<file path="src/shared/adcc_pkg.sv">
// Constants, register map and state types of the converter control block.
// Assumes a 40 MHz core clock and an 8-bit special function register port.
package adcc_pkg;

  // ---------------------------------------------------------------------
  // Clock and timing
  // ---------------------------------------------------------------------
  localparam int CLK_PERIOD_NS       = 25;
  localparam int MIN_CONV_PERIOD_NS  = 10000;  // 100 ksps ceiling
  localparam int MIN_CONV_CYCLES     =
    (MIN_CONV_PERIOD_NS + CLK_PERIOD_NS - 1) / CLK_PERIOD_NS;
  localparam int GAP_W               = $clog2(MIN_CONV_CYCLES);
  localparam logic [GAP_W-1:0] GAP_LOAD = GAP_W'(MIN_CONV_CYCLES - 1);
  localparam int RES_BITS            = 10;
  localparam logic [3:0] CONV_LAST_TICK  = 4'hF;  // 16 SAR clocks per conversion
  localparam logic [3:0] DECIDE_TICKS    = 4'hA;  // bit decisions per conversion
  localparam logic [1:0] TRACK_LAST_TICK = 2'h2;  // 3 SAR clocks of tracking

  // ---------------------------------------------------------------------
  // Register addresses and reset values
  // ---------------------------------------------------------------------
  localparam logic [7:0] ADDR_PAIR_CFG = 8'hBA;
  localparam logic [7:0] ADDR_CHAN_SEL = 8'hBB;
  localparam logic [7:0] ADDR_CONFIG   = 8'hBC;
  localparam logic [7:0] ADDR_RES_LOW  = 8'hBE;
  localparam logic [7:0] ADDR_RES_HIGH = 8'hBF;
  localparam logic [7:0] ADDR_CONTROL  = 8'hE8;
  localparam logic [3:0] RST_PAIR_CFG  = 4'h0;
  localparam logic [3:0] RST_CHAN_SEL  = 4'h0;
  localparam logic [2:0] RST_PERIOD    = 3'h3;
  localparam logic [2:0] RST_GAIN      = 3'h0;   // unity gain

  // ---------------------------------------------------------------------
  // Field positions
  // ---------------------------------------------------------------------
  localparam int CTL_EN      = 7;
  localparam int CTL_TM      = 6;
  localparam int CTL_INT     = 5;
  localparam int CTL_BUSY    = 4;
  localparam int CTL_STM_LO  = 2;
  localparam int CTL_LJST    = 0;
  localparam int CFG_SC_LO   = 5;
  localparam int CFG_GAIN_LO = 0;
  localparam int CHAN_TEMP   = 3;
  localparam logic [3:0] MUX_TEMP = 4'h8;

  // ---------------------------------------------------------------------
  // Start modes and sequencer states
  // ---------------------------------------------------------------------
  localparam logic [1:0] STM_SOFT = 2'h0;
  localparam logic [1:0] STM_T3   = 2'h1;
  localparam logic [1:0] STM_EXT  = 2'h2;
  localparam logic [1:0] STM_T2   = 2'h3;

  typedef enum logic [1:0] {
    ADCC_IDLE  = 2'b00,
    ADCC_TRACK = 2'b01,
    ADCC_CONV  = 2'b11
  } adcc_state_t;

endpackage

</file>
<file path="src/verilog/adcc_sar_clk_div.sv">
// SAR clock divider: one-cycle tick every 1, 2, 4, 8 or 16 core clocks.
// Assumes clear is held while the sequencer is idle so phases start fresh.
`timescale 1ns/1ps
module adcc_sar_clk_div
  import adcc_pkg::*;
(
  input  wire logic       core_clk,
  input  wire logic       nrst,
  input  wire logic       clear,
  input  wire logic [2:0] period_sel,
  output logic            tick
);

  logic [3:0] cnt;
  logic [3:0] next_cnt;
  logic [3:0] limit;

  // ---------------------------------------------------------------------
  // Divide ratio and count
  // ---------------------------------------------------------------------
  always_comb begin
    limit = period_sel[2] ? 4'hF : 4'((4'h1 << period_sel[1:0]) - 4'h1);
    tick  = !clear && (cnt == limit);
    if (clear || tick) begin
      next_cnt = 4'h0;
    end else begin
      next_cnt = 4'(cnt + 4'h1);
    end
  end

  always_ff @(posedge core_clk or negedge nrst) begin
    if (!nrst) begin
      cnt <= 4'h0;
    end else begin
      cnt <= next_cnt;
    end
  end

endmodule

</file>
<file path="src/verilog/adcc_conversion_control.sv">
// Conversion control for a 10-bit successive-approximation converter.
// Assumes timer overflows and comparator are on core_clk; pin is async.
// Function
// - Converter, track-and-hold and gain run only while enable is 1.
// - Nine channels: eight external inputs plus the temperature sensor.
// - After reset every input is single-ended, no pair differential.
// - Three-bit gain field selects 0.5, 1, 2, 4, 8 or 16.
// - Gain field resets to unity.
// - SAR clock is core clock divided by 1, 2, 4, 8 or 16.
// - Start mode picks software, timer 3, external edge or timer 2.
// - Busy reads 1 through a conversion, 0 after completion.
// - Busy falling sets done flag; interrupt only when enabled.
// - Result lands in high/low registers, justified by justify bit.
// - Track mode 0: track continuously except during conversion.
// - Track mode 1, non-external: track 3 SAR clocks from trigger.
// - Track mode 1, external: track only while start input is low.
// - Tracking stops while the chip is in standby or sleep.
// - Undivided clock: one conversion takes 16 core clocks.
// - Conversions never start faster than 100 ksps.
// - Pair configuration may change between conversions freely.
// - Pair bit 1 makes even/odd inputs one differential channel.
// - Differential results are two's complement.
// - Channel select with top bit set picks the temperature sensor.
`timescale 1ns/1ps
module adcc_conversion_control
  import adcc_pkg::*;
(
  input  wire logic                core_clk,
  input  wire logic                nrst,
  input  wire logic [7:0]          sfr_addr,
  input  wire logic                sfr_wr,
  input  wire logic                sfr_rd,
  input  wire logic [7:0]          sfr_wdata,
  output logic      [7:0]          sfr_rdata,
  input  wire logic                timer3_overflow,
  input  wire logic                timer2_overflow,
  input  wire logic                external_convert_start,
  input  wire logic                chip_low_power,
  input  wire logic                irq_enable,
  input  wire logic                sar_cmp,
  output logic                     conv_irq,
  output logic                     analog_enable,
  output logic                     track_enable,
  output logic      [3:0]          mux_channel,
  output logic                     mux_differential,
  output logic      [2:0]          gain_select,
  output logic      [RES_BITS-1:0] sar_trial
);

  // ---------------------------------------------------------------------
  // Declarations
  // ---------------------------------------------------------------------
  logic                converter_enable, next_converter_enable;
  logic                track_mode_select, next_track_mode_select;
  logic                conversion_done_flag, next_conversion_done_flag;
  logic [1:0]          start_mode, next_start_mode;
  logic                result_left_justify, next_result_left_justify;
  logic [3:0]          pair_config_reg, next_pair_config_reg;
  logic [3:0]          channel_select_field, next_channel_select_field;
  logic [2:0]          clock_period_field, next_clock_period_field;
  logic [2:0]          gain_select_field, next_gain_select_field;
  logic [7:0]          next_sfr_rdata;
  logic                next_conv_irq;
  adcc_state_t         state, next_state;
  logic [1:0]          track_cnt, next_track_cnt;
  logic [3:0]          tick_cnt, next_tick_cnt;
  logic [GAP_W-1:0]    gap_cnt, next_gap_cnt;
  logic [RES_BITS-1:0] next_sar_trial;
  logic [RES_BITS-1:0] result_raw, next_result_raw;
  logic                result_diff, next_result_diff;
  logic                conv_diff, next_conv_diff;
  logic                next_analog_enable, next_track_enable, next_mux_differential;
  logic [3:0]          next_mux_channel;
  logic [2:0]          next_gain_select;
  logic                ext_meta, ext_sync, ext_prev;
  logic                sar_tick, busy, trigger, start_ok, conv_done, wr_ctl;
  logic                live_diff;
  logic [3:0]          bit_idx;
  logic [15:0]         data_word;

  // ---------------------------------------------------------------------
  // External start pin synchroniser and edge detect
  // ---------------------------------------------------------------------
  always_ff @(posedge core_clk or negedge nrst) begin
    if (!nrst) begin
      ext_meta <= 1'b0;
      ext_sync <= 1'b0;
      ext_prev <= 1'b0;
    end else begin
      ext_meta <= external_convert_start;
      ext_sync <= ext_meta;
      ext_prev <= ext_sync;
    end
  end

  // SAR clock from the core clock, restarted at each phase
  adcc_sar_clk_div u_div (
    .core_clk   (core_clk),
    .nrst       (nrst),
    .clear      (state == ADCC_IDLE),
    .period_sel (clock_period_field),
    .tick       (sar_tick)
  );

  // ---------------------------------------------------------------------
  // Trigger selection and start qualification
  // ---------------------------------------------------------------------
  always_comb begin
    wr_ctl = sfr_wr && (sfr_addr == ADDR_CONTROL);
    unique case (start_mode)
      STM_SOFT: trigger = wr_ctl && sfr_wdata[CTL_BUSY];
      STM_T3:   trigger = timer3_overflow;
      STM_EXT:  trigger = ext_sync && !ext_prev;
      STM_T2:   trigger = timer2_overflow;
    endcase
    start_ok  = converter_enable && (state == ADCC_IDLE) && (gap_cnt == '0) && trigger;
    busy      = (state != ADCC_IDLE);
    conv_done = (state == ADCC_CONV) && sar_tick && (tick_cnt == CONV_LAST_TICK);
    live_diff = !channel_select_field[CHAN_TEMP] &&
                pair_config_reg[channel_select_field[2:1]];
    bit_idx   = 4'(4'(RES_BITS - 1) - tick_cnt);
  end

  // ---------------------------------------------------------------------
  // Sequencer: idle, tracking window, bit decisions
  // ---------------------------------------------------------------------
  always_comb begin
    next_state       = state;
    next_track_cnt   = track_cnt;
    next_tick_cnt    = tick_cnt;
    next_sar_trial   = sar_trial;
    next_result_raw  = result_raw;
    next_result_diff = result_diff;
    next_conv_diff   = conv_diff;
    next_gap_cnt     = (gap_cnt == '0) ? gap_cnt : GAP_W'(gap_cnt - 1'b1);
    unique case (state)
      ADCC_IDLE: begin
        if (start_ok) begin
          next_gap_cnt   = GAP_LOAD;
          next_conv_diff = live_diff;
          next_track_cnt = 2'h0;
          next_tick_cnt  = 4'h0;
          next_sar_trial = RES_BITS'(1) << (RES_BITS - 1);
          if (track_mode_select && (start_mode != STM_EXT)) begin
            next_state = ADCC_TRACK;
          end else begin
            next_state = ADCC_CONV;
          end
        end
      end
      ADCC_TRACK: begin
        if (sar_tick) begin
          next_track_cnt = 2'(track_cnt + 2'h1);
          if (track_cnt == TRACK_LAST_TICK) begin
            next_state = ADCC_CONV;
          end
        end
      end
      ADCC_CONV: begin
        if (sar_tick) begin
          next_tick_cnt = 4'(tick_cnt + 4'h1);
          if (tick_cnt < DECIDE_TICKS) begin
            next_sar_trial[bit_idx] = sar_cmp;
            if (bit_idx != 4'h0) begin
              next_sar_trial[4'(bit_idx - 4'h1)] = 1'b1;
            end
          end
          if (conv_done) begin
            next_state       = ADCC_IDLE;
            next_result_diff = conv_diff;
            // Offset binary to two's complement for differential pairs
            next_result_raw  = {sar_trial[RES_BITS-1] ^ conv_diff,
                                sar_trial[RES_BITS-2:0]};
          end
        end
      end
      default: next_state = ADCC_IDLE;
    endcase
    if (!converter_enable) begin
      next_state = ADCC_IDLE;
    end
  end

  always_ff @(posedge core_clk or negedge nrst) begin
    if (!nrst) begin
      state       <= ADCC_IDLE;
      track_cnt   <= 2'h0;
      tick_cnt    <= 4'h0;
      sar_trial   <= '0;
      result_raw  <= '0;
      result_diff <= 1'b0;
      conv_diff   <= 1'b0;
      gap_cnt     <= '0;
    end else begin
      state       <= next_state;
      track_cnt   <= next_track_cnt;
      tick_cnt    <= next_tick_cnt;
      sar_trial   <= next_sar_trial;
      result_raw  <= next_result_raw;
      result_diff <= next_result_diff;
      conv_diff   <= next_conv_diff;
      gap_cnt     <= next_gap_cnt;
    end
  end

  // ---------------------------------------------------------------------
  // Register file writes, flag and reads
  // ---------------------------------------------------------------------
  always_comb begin
    next_converter_enable     = converter_enable;
    next_track_mode_select    = track_mode_select;
    next_conversion_done_flag = conversion_done_flag;
    next_start_mode           = start_mode;
    next_result_left_justify  = result_left_justify;
    next_pair_config_reg      = pair_config_reg;
    next_channel_select_field = channel_select_field;
    next_clock_period_field   = clock_period_field;
    next_gain_select_field    = gain_select_field;
    if (sfr_wr) begin
      unique case (sfr_addr)
        ADDR_CONTROL: begin
          next_converter_enable     = sfr_wdata[CTL_EN];
          next_track_mode_select    = sfr_wdata[CTL_TM];
          next_conversion_done_flag = sfr_wdata[CTL_INT];
          next_start_mode           = sfr_wdata[CTL_STM_LO+1:CTL_STM_LO];
          next_result_left_justify  = sfr_wdata[CTL_LJST];
        end
        ADDR_PAIR_CFG: next_pair_config_reg = sfr_wdata[3:0];
        ADDR_CHAN_SEL: next_channel_select_field = sfr_wdata[3:0];
        ADDR_CONFIG: begin
          next_clock_period_field = sfr_wdata[CFG_SC_LO+2:CFG_SC_LO];
          next_gain_select_field  = sfr_wdata[CFG_GAIN_LO+2:CFG_GAIN_LO];
        end
        default: ;
      endcase
    end
    // Completion wins over a same-cycle software clear
    if (conv_done) begin
      next_conversion_done_flag = 1'b1;
    end
    next_conv_irq = next_conversion_done_flag && irq_enable;
    // Result word formed with the justify bit in force at read time
    if (result_left_justify) begin
      data_word = {result_raw, 6'h00};
    end else begin
      data_word = {{6{result_diff & result_raw[RES_BITS-1]}}, result_raw};
    end
    next_sfr_rdata = sfr_rdata;
    if (sfr_rd) begin
      unique case (sfr_addr)
        ADDR_CONTROL:  next_sfr_rdata = {converter_enable, track_mode_select,
                                         conversion_done_flag, busy,
                                         start_mode, 1'b0, result_left_justify};
        ADDR_PAIR_CFG: next_sfr_rdata = {4'h0, pair_config_reg};
        ADDR_CHAN_SEL: next_sfr_rdata = {4'h0, channel_select_field};
        ADDR_CONFIG:   next_sfr_rdata = {clock_period_field, 2'h0, gain_select_field};
        ADDR_RES_HIGH: next_sfr_rdata = data_word[15:8];
        ADDR_RES_LOW:  next_sfr_rdata = data_word[7:0];
        default:       next_sfr_rdata = 8'h00;
      endcase
    end
  end

  always_ff @(posedge core_clk or negedge nrst) begin
    if (!nrst) begin
      converter_enable     <= 1'b0;
      track_mode_select    <= 1'b0;
      conversion_done_flag <= 1'b0;
      start_mode           <= STM_SOFT;
      result_left_justify  <= 1'b0;
      pair_config_reg      <= RST_PAIR_CFG;
      channel_select_field <= RST_CHAN_SEL;
      clock_period_field   <= RST_PERIOD;
      gain_select_field    <= RST_GAIN;
      sfr_rdata            <= 8'h00;
      conv_irq             <= 1'b0;
    end else begin
      converter_enable     <= next_converter_enable;
      track_mode_select    <= next_track_mode_select;
      conversion_done_flag <= next_conversion_done_flag;
      start_mode           <= next_start_mode;
      result_left_justify  <= next_result_left_justify;
      pair_config_reg      <= next_pair_config_reg;
      channel_select_field <= next_channel_select_field;
      clock_period_field   <= next_clock_period_field;
      gain_select_field    <= next_gain_select_field;
      sfr_rdata            <= next_sfr_rdata;
      conv_irq             <= next_conv_irq;
    end
  end

  // ---------------------------------------------------------------------
  // Analog front-end controls
  // ---------------------------------------------------------------------
  always_comb begin
    next_analog_enable = converter_enable;
    next_gain_select   = converter_enable ? gain_select_field : RST_GAIN;
    if (next_state == ADCC_IDLE) begin
      next_mux_differential = live_diff;
      next_mux_channel      = channel_select_field[CHAN_TEMP] ? MUX_TEMP :
                              (live_diff ? {1'b0, channel_select_field[2:1], 1'b0}
                                         : {1'b0, channel_select_field[2:0]});
    end else begin
      next_mux_differential = mux_differential;
      next_mux_channel      = mux_channel;
    end
    if (!converter_enable || chip_low_power) begin
      next_track_enable = 1'b0;
    end else if (!track_mode_select) begin
      next_track_enable = (next_state == ADCC_IDLE);
    end else if (start_mode == STM_EXT) begin
      next_track_enable = (next_state == ADCC_IDLE) && !ext_sync;
    end else begin
      next_track_enable = (next_state == ADCC_TRACK);
    end
  end

  always_ff @(posedge core_clk or negedge nrst) begin
    if (!nrst) begin
      analog_enable    <= 1'b0;
      track_enable     <= 1'b0;
      mux_channel      <= 4'h0;
      mux_differential <= 1'b0;
      gain_select      <= RST_GAIN;
    end else begin
      analog_enable    <= next_analog_enable;
      track_enable     <= next_track_enable;
      mux_channel      <= next_mux_channel;
      mux_differential <= next_mux_differential;
      gain_select      <= next_gain_select;
    end
  end

  // ---------------------------------------------------------------------
  // Checks
  // ---------------------------------------------------------------------
  shutdown_off_a: assert property (@(posedge core_clk) disable iff (!nrst)
    !converter_enable |=> !analog_enable && !track_enable && (state == ADCC_IDLE))
    else $error("analog active while disabled");

  conv_length_a: assert property (@(posedge core_clk) disable iff (!nrst)
    (start_ok && !track_mode_select && clock_period_field == 3'h0 && converter_enable)
    |=> busy ##15 (busy && conv_done))
    else $error("undivided conversion not 16 clocks");

  done_flag_a: assert property (@(posedge core_clk) disable iff (!nrst)
    conv_done |=> conversion_done_flag && !busy && (conv_irq == $past(irq_enable)))
    else $error("done flag not set at busy fall");

  busy_read_a: assert property (@(posedge core_clk) disable iff (!nrst)
    (sfr_rd && sfr_addr == ADDR_CONTROL) |=> (sfr_rdata[CTL_BUSY] == $past(busy)))
    else $error("busy bit misread");

  track_three_a: assert property (@(posedge core_clk) disable iff (!nrst)
    (state == ADCC_TRACK && sar_tick && track_cnt == TRACK_LAST_TICK && converter_enable)
    |=> (state == ADCC_CONV) && !track_enable)
    else $error("tracking window not 3 SAR clocks");

  ext_track_a: assert property (@(posedge core_clk) disable iff (!nrst)
    (converter_enable && track_mode_select && start_mode == STM_EXT && ext_sync)
    |=> !track_enable)
    else $error("tracking while start input high");

  sleep_track_a: assert property (@(posedge core_clk) disable iff (!nrst)
    chip_low_power |=> !track_enable)
    else $error("tracking during low power");

  idle_track_a: assert property (@(posedge core_clk) disable iff (!nrst)
    (converter_enable && !track_mode_select && !chip_low_power && next_state == ADCC_IDLE)
    |=> track_enable)
    else $error("not tracking while idle");

  left_just_a: assert property (@(posedge core_clk) disable iff (!nrst)
    (sfr_rd && sfr_addr == ADDR_RES_LOW && result_left_justify) |=> sfr_rdata[5:0] == 6'h00)
    else $error("left justified low bits not zero");

  temp_mux_a: assert property (@(posedge core_clk) disable iff (!nrst)
    (next_state == ADCC_IDLE && channel_select_field[CHAN_TEMP])
    |=> (mux_channel == MUX_TEMP) && !mux_differential)
    else $error("temperature channel not selected");

  rate_limit_a: assert property (@(posedge core_clk) disable iff (!nrst)
    start_ok |=> (gap_cnt == GAP_LOAD) && !start_ok)
    else $error("start spacing not enforced");

endmodule

</file>
<file path="config.mk">
export PLATFORM = sky130hd
export DESIGN_NAME = adcc_conversion_control
export DESIGN_NICKNAME = d
export VERILOG_FILES = /design/src/shared/adcc_pkg.sv /design/src/verilog/adcc_sar_clk_div.sv /design/src/verilog/adcc_conversion_control.sv
export SDC_FILE = /design/constraint.sdc
export NUM_CORES = 1
export LEC_CHECK = 0
export BUFFER_PORTS_ARGS = -buffer_cell sky130_fd_sc_hd__buf_4
export CAP_MARGIN = 20
export CORE_MARGIN = 3
export CORE_UTILIZATION = 62
export CTS_CLUSTER_SIZE = 10
export DETAILED_ROUTE_END_ITERATION = 10
export PLACE_DENSITY = 0.84
export SETUP_SLACK_MARGIN = 0.02
export SLEW_MARGIN = 20
export SYNTH_ARGS = -nofsm -noshare
export SYNTH_HDL_FRONTEND = slang
export SYNTH_SLANG_ARGS = --single-unit
</file>
<file path="constraint.sdc">
create_clock -name core_clk -period 6.15 [get_ports core_clk]
set_input_delay 1.23 -clock core_clk [delete_from_list [all_inputs] [get_ports core_clk]]
set_output_delay 1.23 -clock core_clk [all_outputs]
set_load 0.03 [all_outputs]
</file>
# --- Word-level counts from Yosys, hierarchy flattened ---
# Cells that the tools add are included.
totals:
  regBits: 85
  input_bits: 26
  wordCells: 147
  out_inout_bits: 29
op_classes:
  shift: 1
  n_addsub: 7
  n_eq_ne: 20
  order_cmp: 6
  muxes: 43
  bitwise: 3
  reduce_logical: 39
op_table:
  columns: ["operator", "n"]
  rows:
  - ["8-bit == test (second input constant)", 6]
  - ["8-bit one-hot mux with 6 select lines", 1]
  - ["10-bit 2-to-1 mux", 4]
  - ["9-bit 2-to-1 mux", 3]
  - ["4-bit 2-to-1 mux", 5]
  - ["10-bit one-hot mux with 2 select lines", 1]
  - ["2-bit 2-to-1 mux", 9]
  - ["16-bit 2-to-1 mux", 1]
  - ["1-bit logical AND", 15]
  - ["10-bit bitwise mux", 1]
  - ["4-bit by 5-bit less-than comparator with 1-bit output (second input constant)", 2]
  - ["1-bit 2-to-1 mux", 10]
  - ["10-bit bitwise OR", 1]
  - ["2-bit AND reduction", 5]
  - ["9-bit zero test", 1]
  - ["3-bit AND reduction", 3]
  - ["9-bit by 1-bit subtractor with 9-bit output (second input constant)", 1]
  - ["4-bit by 1-bit adder with 4-bit output (second input constant)", 2]
  - ["1-bit demux with 4-bit select", 2]
  - ["2-bit == test (second input constant)", 4]
  - ["4-bit by 1-bit >= comparator with 1-bit output (second input constant)", 2]
  - ["2-bit inequality test (second input constant)", 4]
  - ["4-bit one-hot mux with 2 select lines", 1]
  - ["4-bit by 1-bit subtractor with 4-bit output (second input constant)", 2]
  - ["other kinds (22)", 33]

# --- Logic depth before layout (Yosys ltp) ---
# Gate-level depths: netlist (run 1).
logic_depth:
  word_depth: 16
  ltp_mapped: 9
  depth_no_buf: 8

# --- Modules after synthesis ---
# A second synthesis (run 1) with hierarchy kept.
unflattened:
  hier_cells: 446
  area_unflattened_um2: 4538.1
modules_own_cells:
  columns: ["module", "seq_area_each_um2", "area_each_um2", "instances", "cells_per_inst"]
  rows:
  - ["adcc_conversion_control", 2029.4, 4297.9, 1, 424]
  - ["adcc_sar_clk_div", 100.1, 240.2, 1, 22]

# --- Least setup slack after synthesis (run 1) ---
# Ideal clock, no wire load.
synth_timing:
  path_kind: "input port to flip-flop"
  startpoint: "in sfr_addr[1]"
  endpoint: "reg mux_channel[3]"
  arrival_time_ns: 2.651
  t_required_ns: 6.025
  setup_ns: 0.125
  path_stages: 5
  path_slack_ns: 3.374
  path_buffers: 0
  cell_sequence: "nand4bb_1 -> o31ai_1 -> nand4_4 -> a31oi_4 -> mux2_2"
synth_via:
  elab_chain_len: 9
synth_lines:
  columns: ["element", "line_no", "source"]
  rows:
  - ["start: declaration", "adcc_conversion_control.sv:30", "input wire logic [7:0] sfr_addr,"]
  - ["8-bit == test", "adcc_conversion_control.sv:109", "wr_ctl = sfr_wr && (sfr_addr == ADDR_CONTROL);"]
  - ["1-bit logical AND", "adcc_conversion_control.sv:109", null]
  - ["1-bit logical AND", "adcc_conversion_control.sv:111", "STM_SOFT: trigger = wr_ctl && sfr_wdata[CTL_BUSY];"]
  - ["1-bit one-hot mux with 4 select lines", "adcc_conversion_control.sv:110", "unique case (start_mode)"]
  - ["1-bit logical AND", "adcc_conversion_control.sv:116", "start_ok = converter_enable && (state == ADCC_IDLE) && (gap_cnt == '0) && trigger;"]
  - ["2-bit 2-to-1 mux", "adcc_conversion_control.sv:138", "if (start_ok) begin"]
  - ["2-bit one-hot mux with 3 select lines", "adcc_conversion_control.sv:136", "unique case (state)"]
  - ["2-bit 2-to-1 mux", "adcc_conversion_control.sv:179", "if (!converter_enable) begin"]
  - ["via next_state[0]", "adcc_conversion_control.sv:64", "adcc_state_t state, next_state;"]
  - ["2-bit zero test", "adcc_conversion_control.sv:298", "if (next_state == ADCC_IDLE) begin"]
  - ["end signal: assignment", "adcc_conversion_control.sv:328", "mux_channel <= next_mux_channel;"]
  - ["end: declaration", "adcc_conversion_control.sv:44", "output logic [3:0] mux_channel,"]
# The timed path passes the listed nets, and every way through them passes these cells.
# A chain may end at the register's enable or synchronous reset.

# --- Final worst setup path (run 1) ---
layout_timing:
  startpoint: "in sfr_addr[7]"
  endpoint: "reg clock_period_field[2]"
layout_via:
  elab_chain_len: 2
layout_lines:
  columns: ["element", "line_no", "source"]
  rows:
  - ["8-bit == test", "adcc_conversion_control.sv:220", "unique case (sfr_addr)"]
  - ["2-bit AND reduction (no line)", null, null]
  - ["end signal: assignment", "adcc_conversion_control.sv:285", "clock_period_field <= next_clock_period_field;"]
  - ["end: declaration", "adcc_conversion_control.sv:60", "logic [2:0] clock_period_field, next_clock_period_field;"]
# Every way passes these cells.

==> metrics, run 1 <==
crit-path max FO=11; overall routing resource usage=0.255; final cell area excluding filler cells=approximately 0.005 mm^2; yosys synthesis warning count=0; final weighted congestion in routability-driven placement=roughly 0.89; vias=~3300; Resize count post-CTS=0; initial core utilization=0.642; setup repair after global routing missed its margin=false; DIE WIDTH=between 90 and 100 um; worst setup path category=in -> reg; worst hold path stage count=0; sequential area share after synthesis=0.486; adder and majority gate portion of the synthesized area=0.0257; final cycle utilization of the critical path=0.485; combinational group share of total power=0.080; mean cell area of the mapped netlist=between 10 and 15 um^2; Leak=0.00224 uW; final period demand of the worst path=roughly 3.0 ns; setup slack at placement=2.83 ns; remaining routing DRC violations=0; number of cells on the worst reg-to-reg path=6; Post-CTS Hold Fix Bufs=0; area taken by flip-flops and latches=0.00213 mm^2; run status=completed; height of the chip=90.1 um; area delta synth->final=15.8%; Core Footprint=0.00683 mm^2; required arrival time at the worst endpoint=6.41 ns; multi-input combinational cell area=approximately 0.0021 mm^2; Port Buffer Count=54; async set-or-reset flop fraction in the synthesized netlist=1.00; Net Count, Synth=~450; post-synthesis xor/xnor area fraction=0.0340; number of flops mapped to enable cells by yosys=0; Worst-path clk slew=0.09 ns; share of synthesized area spent on multiplexers=0.101; total inserted antenna cells=0; final global-route overflow total=0; kind of end point of the critical path=register; later-pin clock latency in the skew report=between 0.3 and 0.4 ns; area of placed instances=0.00485 mm^2; final wirelength=9.80 mm; # rows=30; most common flop cell mapped by yosys=sky130_fd_sc_hd__dfrtp_1; number of buffers added for setup after CTS=0; MaxCap Viol Count=0; number of buffers created by CTS=9; IR Drop Worst-Case VDD=102 uV; switching portion of total power=0.244; CTS sink count=85; mean number of vias per cell=5.90; HPWL after detailed placement=7.21 mm; synthesized flop and latch total=85; number of global-route vias before repair=3367; actual transition at the worst max-transition pin=0.878 ns; post-layout net count=501; part of the total power dissipated in the clock network=0.392; number of detailed-routing iterations run before antenna repair=4; simple-gate area share of the yosys netlist=0.183; compound-cell area share of the yosys netlist=0.143; H-tree depth=3; crit path launch type=input port; die area=0.00811 mm^2; fillcell total=484; CTS tree=yes; dominant combinational cell family by area after synthesis=simple AND/OR/NAND/NOR gates; final-layout setup total negative slack=0 ns; Reg power frac=0.527; number of endpoints failing setup at the final stage=0; net switching power of the design=272 uW; largest registers=result_raw (10), sar_trial (10), gap_cnt (9); Worst Skew=0.00877 ns; global-route wire length before repair=16.6 mm; worst slew slack as a fraction of its limit=0.415; total I/O pin count=55; initial antenna violation count=0; number of failing hold endpoints at the final stage=0; power density of the placed cells=219 mW/mm^2; Max Clock Freq=335 MHz; internal cell power=840 uW; clock root buffer=sky130_fd_sc_hd__clkbuf_8; number of max-slew violations in the final report=0; Arrival @ worst endpoint=around 3.2 ns; Max clock buf depth=2; Iter 0 DRT Violations=262; final worst setup slack=3.16 ns; number of different library cells in the post-synthesis netlist=60; classification of the worst-slack hold path=reg -> reg; maximum number of pins on one net before global-route repair=86; detailed-route wire length per cell=17.3 um; share of final-layout standard cells stronger than drive strength 1=0.259; Cells after Synth=416; remaining number of nets flagged by the antenna check after routing=0; synthesized area=about 0.0044 mm^2
[per-stage QoR]
stage                     cells  total power (uW)   util  hold slack (ns)
after global placement      551               684  0.710            0.331
after global routing        567              1150  0.743            0.367
after CTS                   567              1120  0.742            0.358
final                       567              1110  0.743            0.358
after detailed placement    551               686  0.710            0.340
after floorplan             416               639      -            0.331
[layout by cell type, fill, tap and decap left out, types with 2 or more instances in the layout]
master,n
sky130_fd_sc_hd__inv_1,14
sky130_fd_sc_hd__nor2_1,23
sky130_fd_sc_hd__nor4_2,2
sky130_fd_sc_hd__nor3b_1,2
sky130_fd_sc_hd__nand2_1,48
sky130_fd_sc_hd__nand2b_1,7
sky130_fd_sc_hd__a22o_1,4
sky130_fd_sc_hd__and2_1,10
sky130_fd_sc_hd__dfrtp_1,83
sky130_fd_sc_hd__nor2b_1,6
sky130_fd_sc_hd__a31oi_1,13
sky130_fd_sc_hd__o22ai_1,3
sky130_fd_sc_hd__ha_1,9
sky130_fd_sc_hd__mux2_2,33
sky130_fd_sc_hd__dfstp_2,2
sky130_fd_sc_hd__or4_1,2
sky130_fd_sc_hd__xnor2_1,11
sky130_fd_sc_hd__o32a_1,2
sky130_fd_sc_hd__clkinvlp_4,2
sky130_fd_sc_hd__nand3b_1,2
sky130_fd_sc_hd__inv_6,2
sky130_fd_sc_hd__xor2_1,6
sky130_fd_sc_hd__nand4_1,3
sky130_fd_sc_hd__mux2i_1,5
sky130_fd_sc_hd__nand4bb_1,2
sky130_fd_sc_hd__nor4_1,2
sky130_fd_sc_hd__o22a_1,4
sky130_fd_sc_hd__or2_2,2
sky130_fd_sc_hd__o21ai_0,22
sky130_fd_sc_hd__a21oi_1,22
sky130_fd_sc_hd__nor3_1,3
sky130_fd_sc_hd__nand3_1,22
sky130_fd_sc_hd__bufinv_16,2
sky130_fd_sc_hd__buf_4,54
sky130_fd_sc_hd__a22oi_1,4
sky130_fd_sc_hd__clkbuf_8,9
[final timing paths]
path,start,to,slack (ns)
max in group asynchronous,nrst,sar_trial[8],4.75
worst max-delay path,sfr_addr[7],clock_period_field[2],3.16
worst min register to register,ext_meta,ext_sync,0.36
worst max register to register,clock_period_field[0],sar_trial[0],3.53
min in group asynchronous,nrst,gap_cnt[6],0.90
worst min-delay path,ext_meta,ext_sync,0.36
[kinds of logic (layout without fill, tap and decap cells)]
logic type               count (synthesis)  in the layout
XOR/XNOR                                17             17
adder cells (fa/ha/maj)                  9              9
AND/OR/NAND/NOR                        146            146
flip-flops                              85             85
multiplexers                            39             39
AO/OA/AOI/OAI                           90             90
buffers and inverters                   30             85
[routing by layer]
| layer | up-vias | GRT usage | share of wire |
|---|---|---|---|
| met2 | 103 | 0.433 | 0.50 |
| li1 | 1604 | - | - |
| met3 | 20 | 0.0485 | 0.057 |
| met4 | 0 | 0.110 | 0.025 |
| met1 | 1620 | 0.319 | 0.42 |
| met5 | - | 0 | 0 |
[power by group through the flow]
stage               sequential (uW)  clock (uW)  combinational, uW
floorplan                       604           0               34.5
global placement                596           0               87.5
detailed placement              597           0               89.4
CTS                             586         443               89.8
global route                    588         468               96.7
finish                          586         436               89.4
[synth_stat cells, drive strengths merged (7+ instances only)]
master  instances  area share
ha              9       0.026
a21oi          22       0.025
nor2           23       0.020
o21ai          22       0.025
a31oi          14       0.023
mux2           33       0.085
nand3          22       0.025
xnor2          11       0.022
dfrtp          83        0.47
and2           11       0.016
nand2          48       0.041
inv            14       0.012
clkbuf         15       0.013
nand2b          7       0.010
[critical path: stages]
cell	delay (ns)
sky130_fd_sc_hd__buf_4	0.09
sky130_fd_sc_hd__nand2_1	0.08
sky130_fd_sc_hd__nor4b_1	0.28
sky130_fd_sc_hd__buf_4	0.22
sky130_fd_sc_hd__nor3b_1	0.63
sky130_fd_sc_hd__nand2_1	0.35
sky130_fd_sc_hd__mux2_2	0.35
[area by class of cell]
class	instances	area share
tap	96	0.0237
clock buffer	9	0.0244
sequential	85	0.420
inverter	14	0.0104
multi-input combinational	301	0.420
timing repair buffer	55	0.0821
clock inverter	7	0.0192
No activity file was read; power rests on OpenSTA's default activity.
==> inputs of run 2 (changes only) <==
--- a/config.mk
+++ b/config.mk
@@ -5,13 +5,14 @@
 export SDC_FILE = /design/constraint.sdc
 export NUM_CORES = 1
 export LEC_CHECK = 0
+export ABC_AREA = 1
 export BUFFER_PORTS_ARGS = -buffer_cell sky130_fd_sc_hd__buf_4
 export CAP_MARGIN = 20
 export CORE_MARGIN = 3
-export CORE_UTILIZATION = 62
+export CORE_UTILIZATION = 58
 export CTS_CLUSTER_SIZE = 10
 export DETAILED_ROUTE_END_ITERATION = 10
-export PLACE_DENSITY = 0.84
+export PLACE_DENSITY = 0.8
 export SETUP_SLACK_MARGIN = 0.02
 export SLEW_MARGIN = 20
 export SYNTH_ARGS = -nofsm -noshare
==> constraint.sdc (replaced) <==
create_clock -name core_clk -period 2.93 [get_ports core_clk]
set_input_delay 0.586 -clock core_clk [delete_from_list [all_inputs] [get_ports core_clk]]
set_output_delay 0.586 -clock core_clk [all_outputs]
set_load 0.03 [all_outputs]
==> run 2 against run 1 <==
Net effect: cell area up 0.49%; power up 120%; clock-buffer cell count did not move; via count is 14% higher; combinational power up 120%; non-clock buffer count is the same; synthesized cell count grew 32%; first-iteration DRC count decreased by 21%; utilization fell by 1.6 points; clock power increased by 140%; clock skew is 0.0093 ns higher; largest cell class is now sequential cells; largest power group unchanged.
==> metrics, run 2 <==
remaining routing DRC violations=0 (unchanged); Core Footprint=0.00702 mm^2 (was 0.00683 mm^2); async set-or-reset flop fraction in the synthesized netlist=1.00 (unchanged); Port Buffer Count=54 (unchanged); setup repair after global routing missed its margin=false (unchanged); Resize count post-CTS=0 (unchanged); Cells after Synth=549 (was 416); kind of cell adding the most delay to the critical path=simple AND/OR/NAND/NOR gates (unchanged); CTS sink count=85 (unchanged); slowest CP cell=sky130_fd_sc_hd__dfrtp_1 (was sky130_fd_sc_hd__nor3b_1); Post-CTS Hold Fix Bufs=0 (unchanged); number of global-route vias before repair=3665 (was 3367); maximum number of pins on one net before global-route repair=86 (unchanged); yosys synthesis warning count=0 (unchanged); total I/O pin count=55 (unchanged); area share of the largest cell type after synthesis=0.476 (was 0.474); Max stage delay on crit path=0.44 ns (was 0.63 ns); Net Count, Synth=584 (was 451); number of detailed-routing iterations run before antenna repair=5 (was 4); IR Drop Worst-Case VDD=259 uV (was 102 uV); clock root buffer=sky130_fd_sc_hd__clkbuf_8 (unchanged); number of endpoints failing setup at the final stage=0 (unchanged); post-layout net count=640 (was 501); kind of end point of the critical path=register (unchanged); initial antenna violation count=0 (unchanged); crit path launch type=register (was input port); synthesized flop and latch total=85 (unchanged); MaxCap Viol Count=0 (unchanged); power density of the placed cells=484 mW/mm^2 (was 219 mW/mm^2); largest registers=result_raw (10), sar_trial (10), gap_cnt (9) (unchanged); Max clock buf depth=2 (unchanged); Iter 0 DRT Violations=207 (was 262); Max Clock Freq=about 470 MHz; worst setup path category=reg -> reg (was in -> reg); final cycle utilization of the critical path=0.729; Leak=0.00259 uW (was 0.00224 uW); synthesized area=0.00436 mm^2 (was 0.00438 mm^2); number of max-slew violations in the final report=0 (unchanged); H-tree depth=3 (unchanged); number of buffers created by CTS=9 (unchanged); Arrival @ worst endpoint=2.40 ns (was 3.24 ns); most common flop cell mapped by yosys=sky130_fd_sc_hd__dfrtp_1 (unchanged); most frequent cells in the layout=sky130_fd_sc_hd__nand2_1 (148), sky130_fd_sc_hd__dfrtp_1 (83), sky130_fd_sc_hd__inv_1 (74), sky130_fd_sc_hd__o21ai_0 (60), sky130_fd_sc_hd__buf_4 (54) (was sky130_fd_sc_hd__dfrtp_1 (83), sky130_fd_sc_hd__buf_4 (54), sky130_fd_sc_hd__nand2_1 (48), sky130_fd_sc_hd__mux2_2 (33), sky130_fd_sc_hd__nor2_1 (23)); most used standard cells in the synthesized netlist=sky130_fd_sc_hd__nand2_1 (148), sky130_fd_sc_hd__dfrtp_1 (83), sky130_fd_sc_hd__inv_1 (74), sky130_fd_sc_hd__o21ai_0 (60), sky130_fd_sc_hd__nor2_1 (39) (was sky130_fd_sc_hd__dfrtp_1 (83), sky130_fd_sc_hd__nand2_1 (48), sky130_fd_sc_hd__mux2_2 (33), sky130_fd_sc_hd__nor2_1 (23)); DIE WIDTH=92.7 um (was 90.1 um); height of the chip=92.7 um (was 90.1 um); number of failing hold endpoints at the final stage=0 (unchanged); area leader, netlist=sky130_fd_sc_hd__dfrtp_1 (unchanged); initial core utilization=0.621 (was 0.642); number of different library cells in the post-synthesis netlist=44 (was 60); Worst-path clk slew=0.09 ns (about the same); required arrival time at the worst endpoint=3.19 ns (was 6.41 ns); vias=3831 (was 3347); final-layout setup total negative slack=0 ns (unchanged); remaining number of nets flagged by the antenna check after routing=0 (unchanged); number of flops mapped to enable cells by yosys=0 (unchanged); die area=0.00859 mm^2 (was 0.00811 mm^2); final wirelength=10.1 mm (was 9.80 mm); worst slew slack as a fraction of its limit=0.498 (was 0.415); final weighted congestion in routability-driven placement=0.948 (was 0.893); buffers and inverters on the worst path=1 (was 2); later-pin clock latency in the skew report=0.37 ns (was 0.36 ns); cell total after placement=690 (was 551); run status=completed (unchanged); sequential area share after synthesis=0.489 (was 0.486); mean number of vias per cell=5.43 (was 5.90); global-route wire length before repair=16.9 mm (was 16.6 mm); overall routing resource usage=0.249 (was 0.255); final period demand of the worst path=2.14 ns; # rows=30 (unchanged); detailed-route wire length per cell=14.3 um (was 17.3 um); actual transition at the worst max-transition pin=0.754 ns (was 0.878 ns); crit-path max FO=10 (was 11); total inserted antenna cells=0 (unchanged); mean cell area of the mapped netlist=7.94 um^2 (was 10.5 um^2); area delta synth->final=17.0% (was 15.8%); share of final-layout standard cells stronger than drive strength 1=0.164 (was 0.259); Pwr Total=2470 uW (was 1110 uW); classification of the worst-slack hold path=in -> async (was reg -> reg); number of buffers added for setup after CTS=0 (unchanged); CTS tree=yes (unchanged); fillcell total=561 (was 484); post-layout instance count excluding filler cells=706 (was 567); series of cell instances along the critical path=ha_1 > inv_1 > nor2_1 > nand4_2 > nand2_1 > nand2_1 > nand2_2 > nand2_2 > o21a_1 (was buf_4 > nand2_1 > nor4b_1 > buf_4 > nor3b_1 > nand2_1 > mux2_2); leading cell type in the layout, fill and taps excluded=sky130_fd_sc_hd__nand2_1 (was sky130_fd_sc_hd__dfrtp_1); final global-route overflow total=0 (unchanged); cells taking the most area after synthesis=sky130_fd_sc_hd__dfrtp_1 (48%), sky130_fd_sc_hd__nand2_1 (13%), sky130_fd_sc_hd__o21ai_0 (6.9%) (was sky130_fd_sc_hd__dfrtp_1 (47%), sky130_fd_sc_hd__mux2_2 (8.5%), sky130_fd_sc_hd__nand2_1 (4.1%)); Worst Skew=0.0181 ns (was 0.00877 ns); HPWL after detailed placement=7.49 mm (was 7.21 mm); most numerous cell in the Yosys netlist=sky130_fd_sc_hd__nand2_1 (was sky130_fd_sc_hd__dfrtp_1)
run 2: cell types whose count changed after synthesis, moves of 7 or more:
cell                       change
sky130_fd_sc_hd__nand2b_1      -7
sky130_fd_sc_hd__o21ai_0      +38
sky130_fd_sc_hd__mux2_2       -32
sky130_fd_sc_hd__and2_1       -10
sky130_fd_sc_hd__a31oi_1      -12
sky130_fd_sc_hd__nor2_1       +16
sky130_fd_sc_hd__o21ai_1       +8
sky130_fd_sc_hd__nand2_1     +100
sky130_fd_sc_hd__clkbuf_1      -9
sky130_fd_sc_hd__inv_1        +60
sky130_fd_sc_hd__xnor2_1       -8
run 2: final timing paths:
kind	start	endpoint	slack, ns	cells past startpoint
max reg2reg	tick_cnt[0]	mux_channel[3]	0.79	9
min	nrst	clock_period_field[2]	0.24	1
max	tick_cnt[0]	mux_channel[3]	0.79	9
max in group asynchronous	nrst	result_raw[6]	2.14	1
min in group core_clk	external_convert_start	ext_meta	0.33	1
min reg2reg	ext_meta	ext_sync	0.35	0
run 2: final cells by class:
type | count | area [um^2] | share of cell area
Timing Repair Buffer | 55 | 417 | 0.0817
Inverter | 79 | 297 | 0.0582
Clock inverter | 7 | 128 | 0.0250
Sequential cell | 85 | 2130 | 0.418
Multi-Input combinational cell | 375 | 1880 | 0.370
Tap cell | 96 | 120 | 0.0236
Clock buffer | 9 | 124 | 0.0243
run 2: worst reg2reg max path: stages, from the launching register on:
cell and delay, ns:
sky130_fd_sc_hd__dfrtp_1 0.44, sky130_fd_sc_hd__ha_1 0.30, sky130_fd_sc_hd__inv_1 0.12, sky130_fd_sc_hd__nor2_1 0.29, sky130_fd_sc_hd__nand4_2 0.31, sky130_fd_sc_hd__nand2_1 0.14, sky130_fd_sc_hd__nand2_1 0.08, sky130_fd_sc_hd__nand2_2 0.13
sky130_fd_sc_hd__nand2_2 0.10, sky130_fd_sc_hd__o21a_1 0.12
run 2: cell families (layout without fill, tap and decap cells):
| logic type | after synthesis | count (layout) | synth area share |
|---|---|---|---|
| XOR/XNOR | 6 | 6 | 0.0121 |
| AO/OA/AOI/OAI | 116 | 116 | 0.151 |
| multiplexers | 1 | 1 | 0.00258 |
| buffers and inverters | 89 | 150 | 0.0792 |
| flip-flops | 85 | 85 | 0.489 |
| adder cells (fa/ha/maj) | 9 | 9 | 0.0258 |
| AND/OR/NAND/NOR | 243 | 243 | 0.241 |
run 2: where the power goes:
part           total (uW)  switching [uW]  internal [uW]
Sequential           1230            27.2           1200
Combinational         201             127           73.9
Clock                1030             455            580
run 2: per-stage QoR:
| step | instance area (um^2) | setup slack (ns) | utilization | hold slack (ns) |
|---|---|---|---|---|
| 4_1_cts | 5090 | 0.826 | 0.726 | 0.318 |
| 6_report | 5100 | 0.793 | 0.726 | 0.239 |
| 3_3_place_gp | 4840 | 0.850 | 0.690 | 0.337 |
| 2_1_floorplan | 4360 | 1.29 | - | 0.290 |
| 3_5_place_dp | 4840 | 0.814 | 0.690 | 0.340 |
| 5_1_grt | 5100 | 0.656 | 0.726 | 0.317 |
run 2: metal layers:
metal	GRT usage	vias to the layer above	share of wire
met1	0.325	1826	0.43
li1	-	1883	-
met5	0	-	0
met2	0.426	107	0.50
met4	0.0916	0	0.017
met3	0.0325	15	0.051
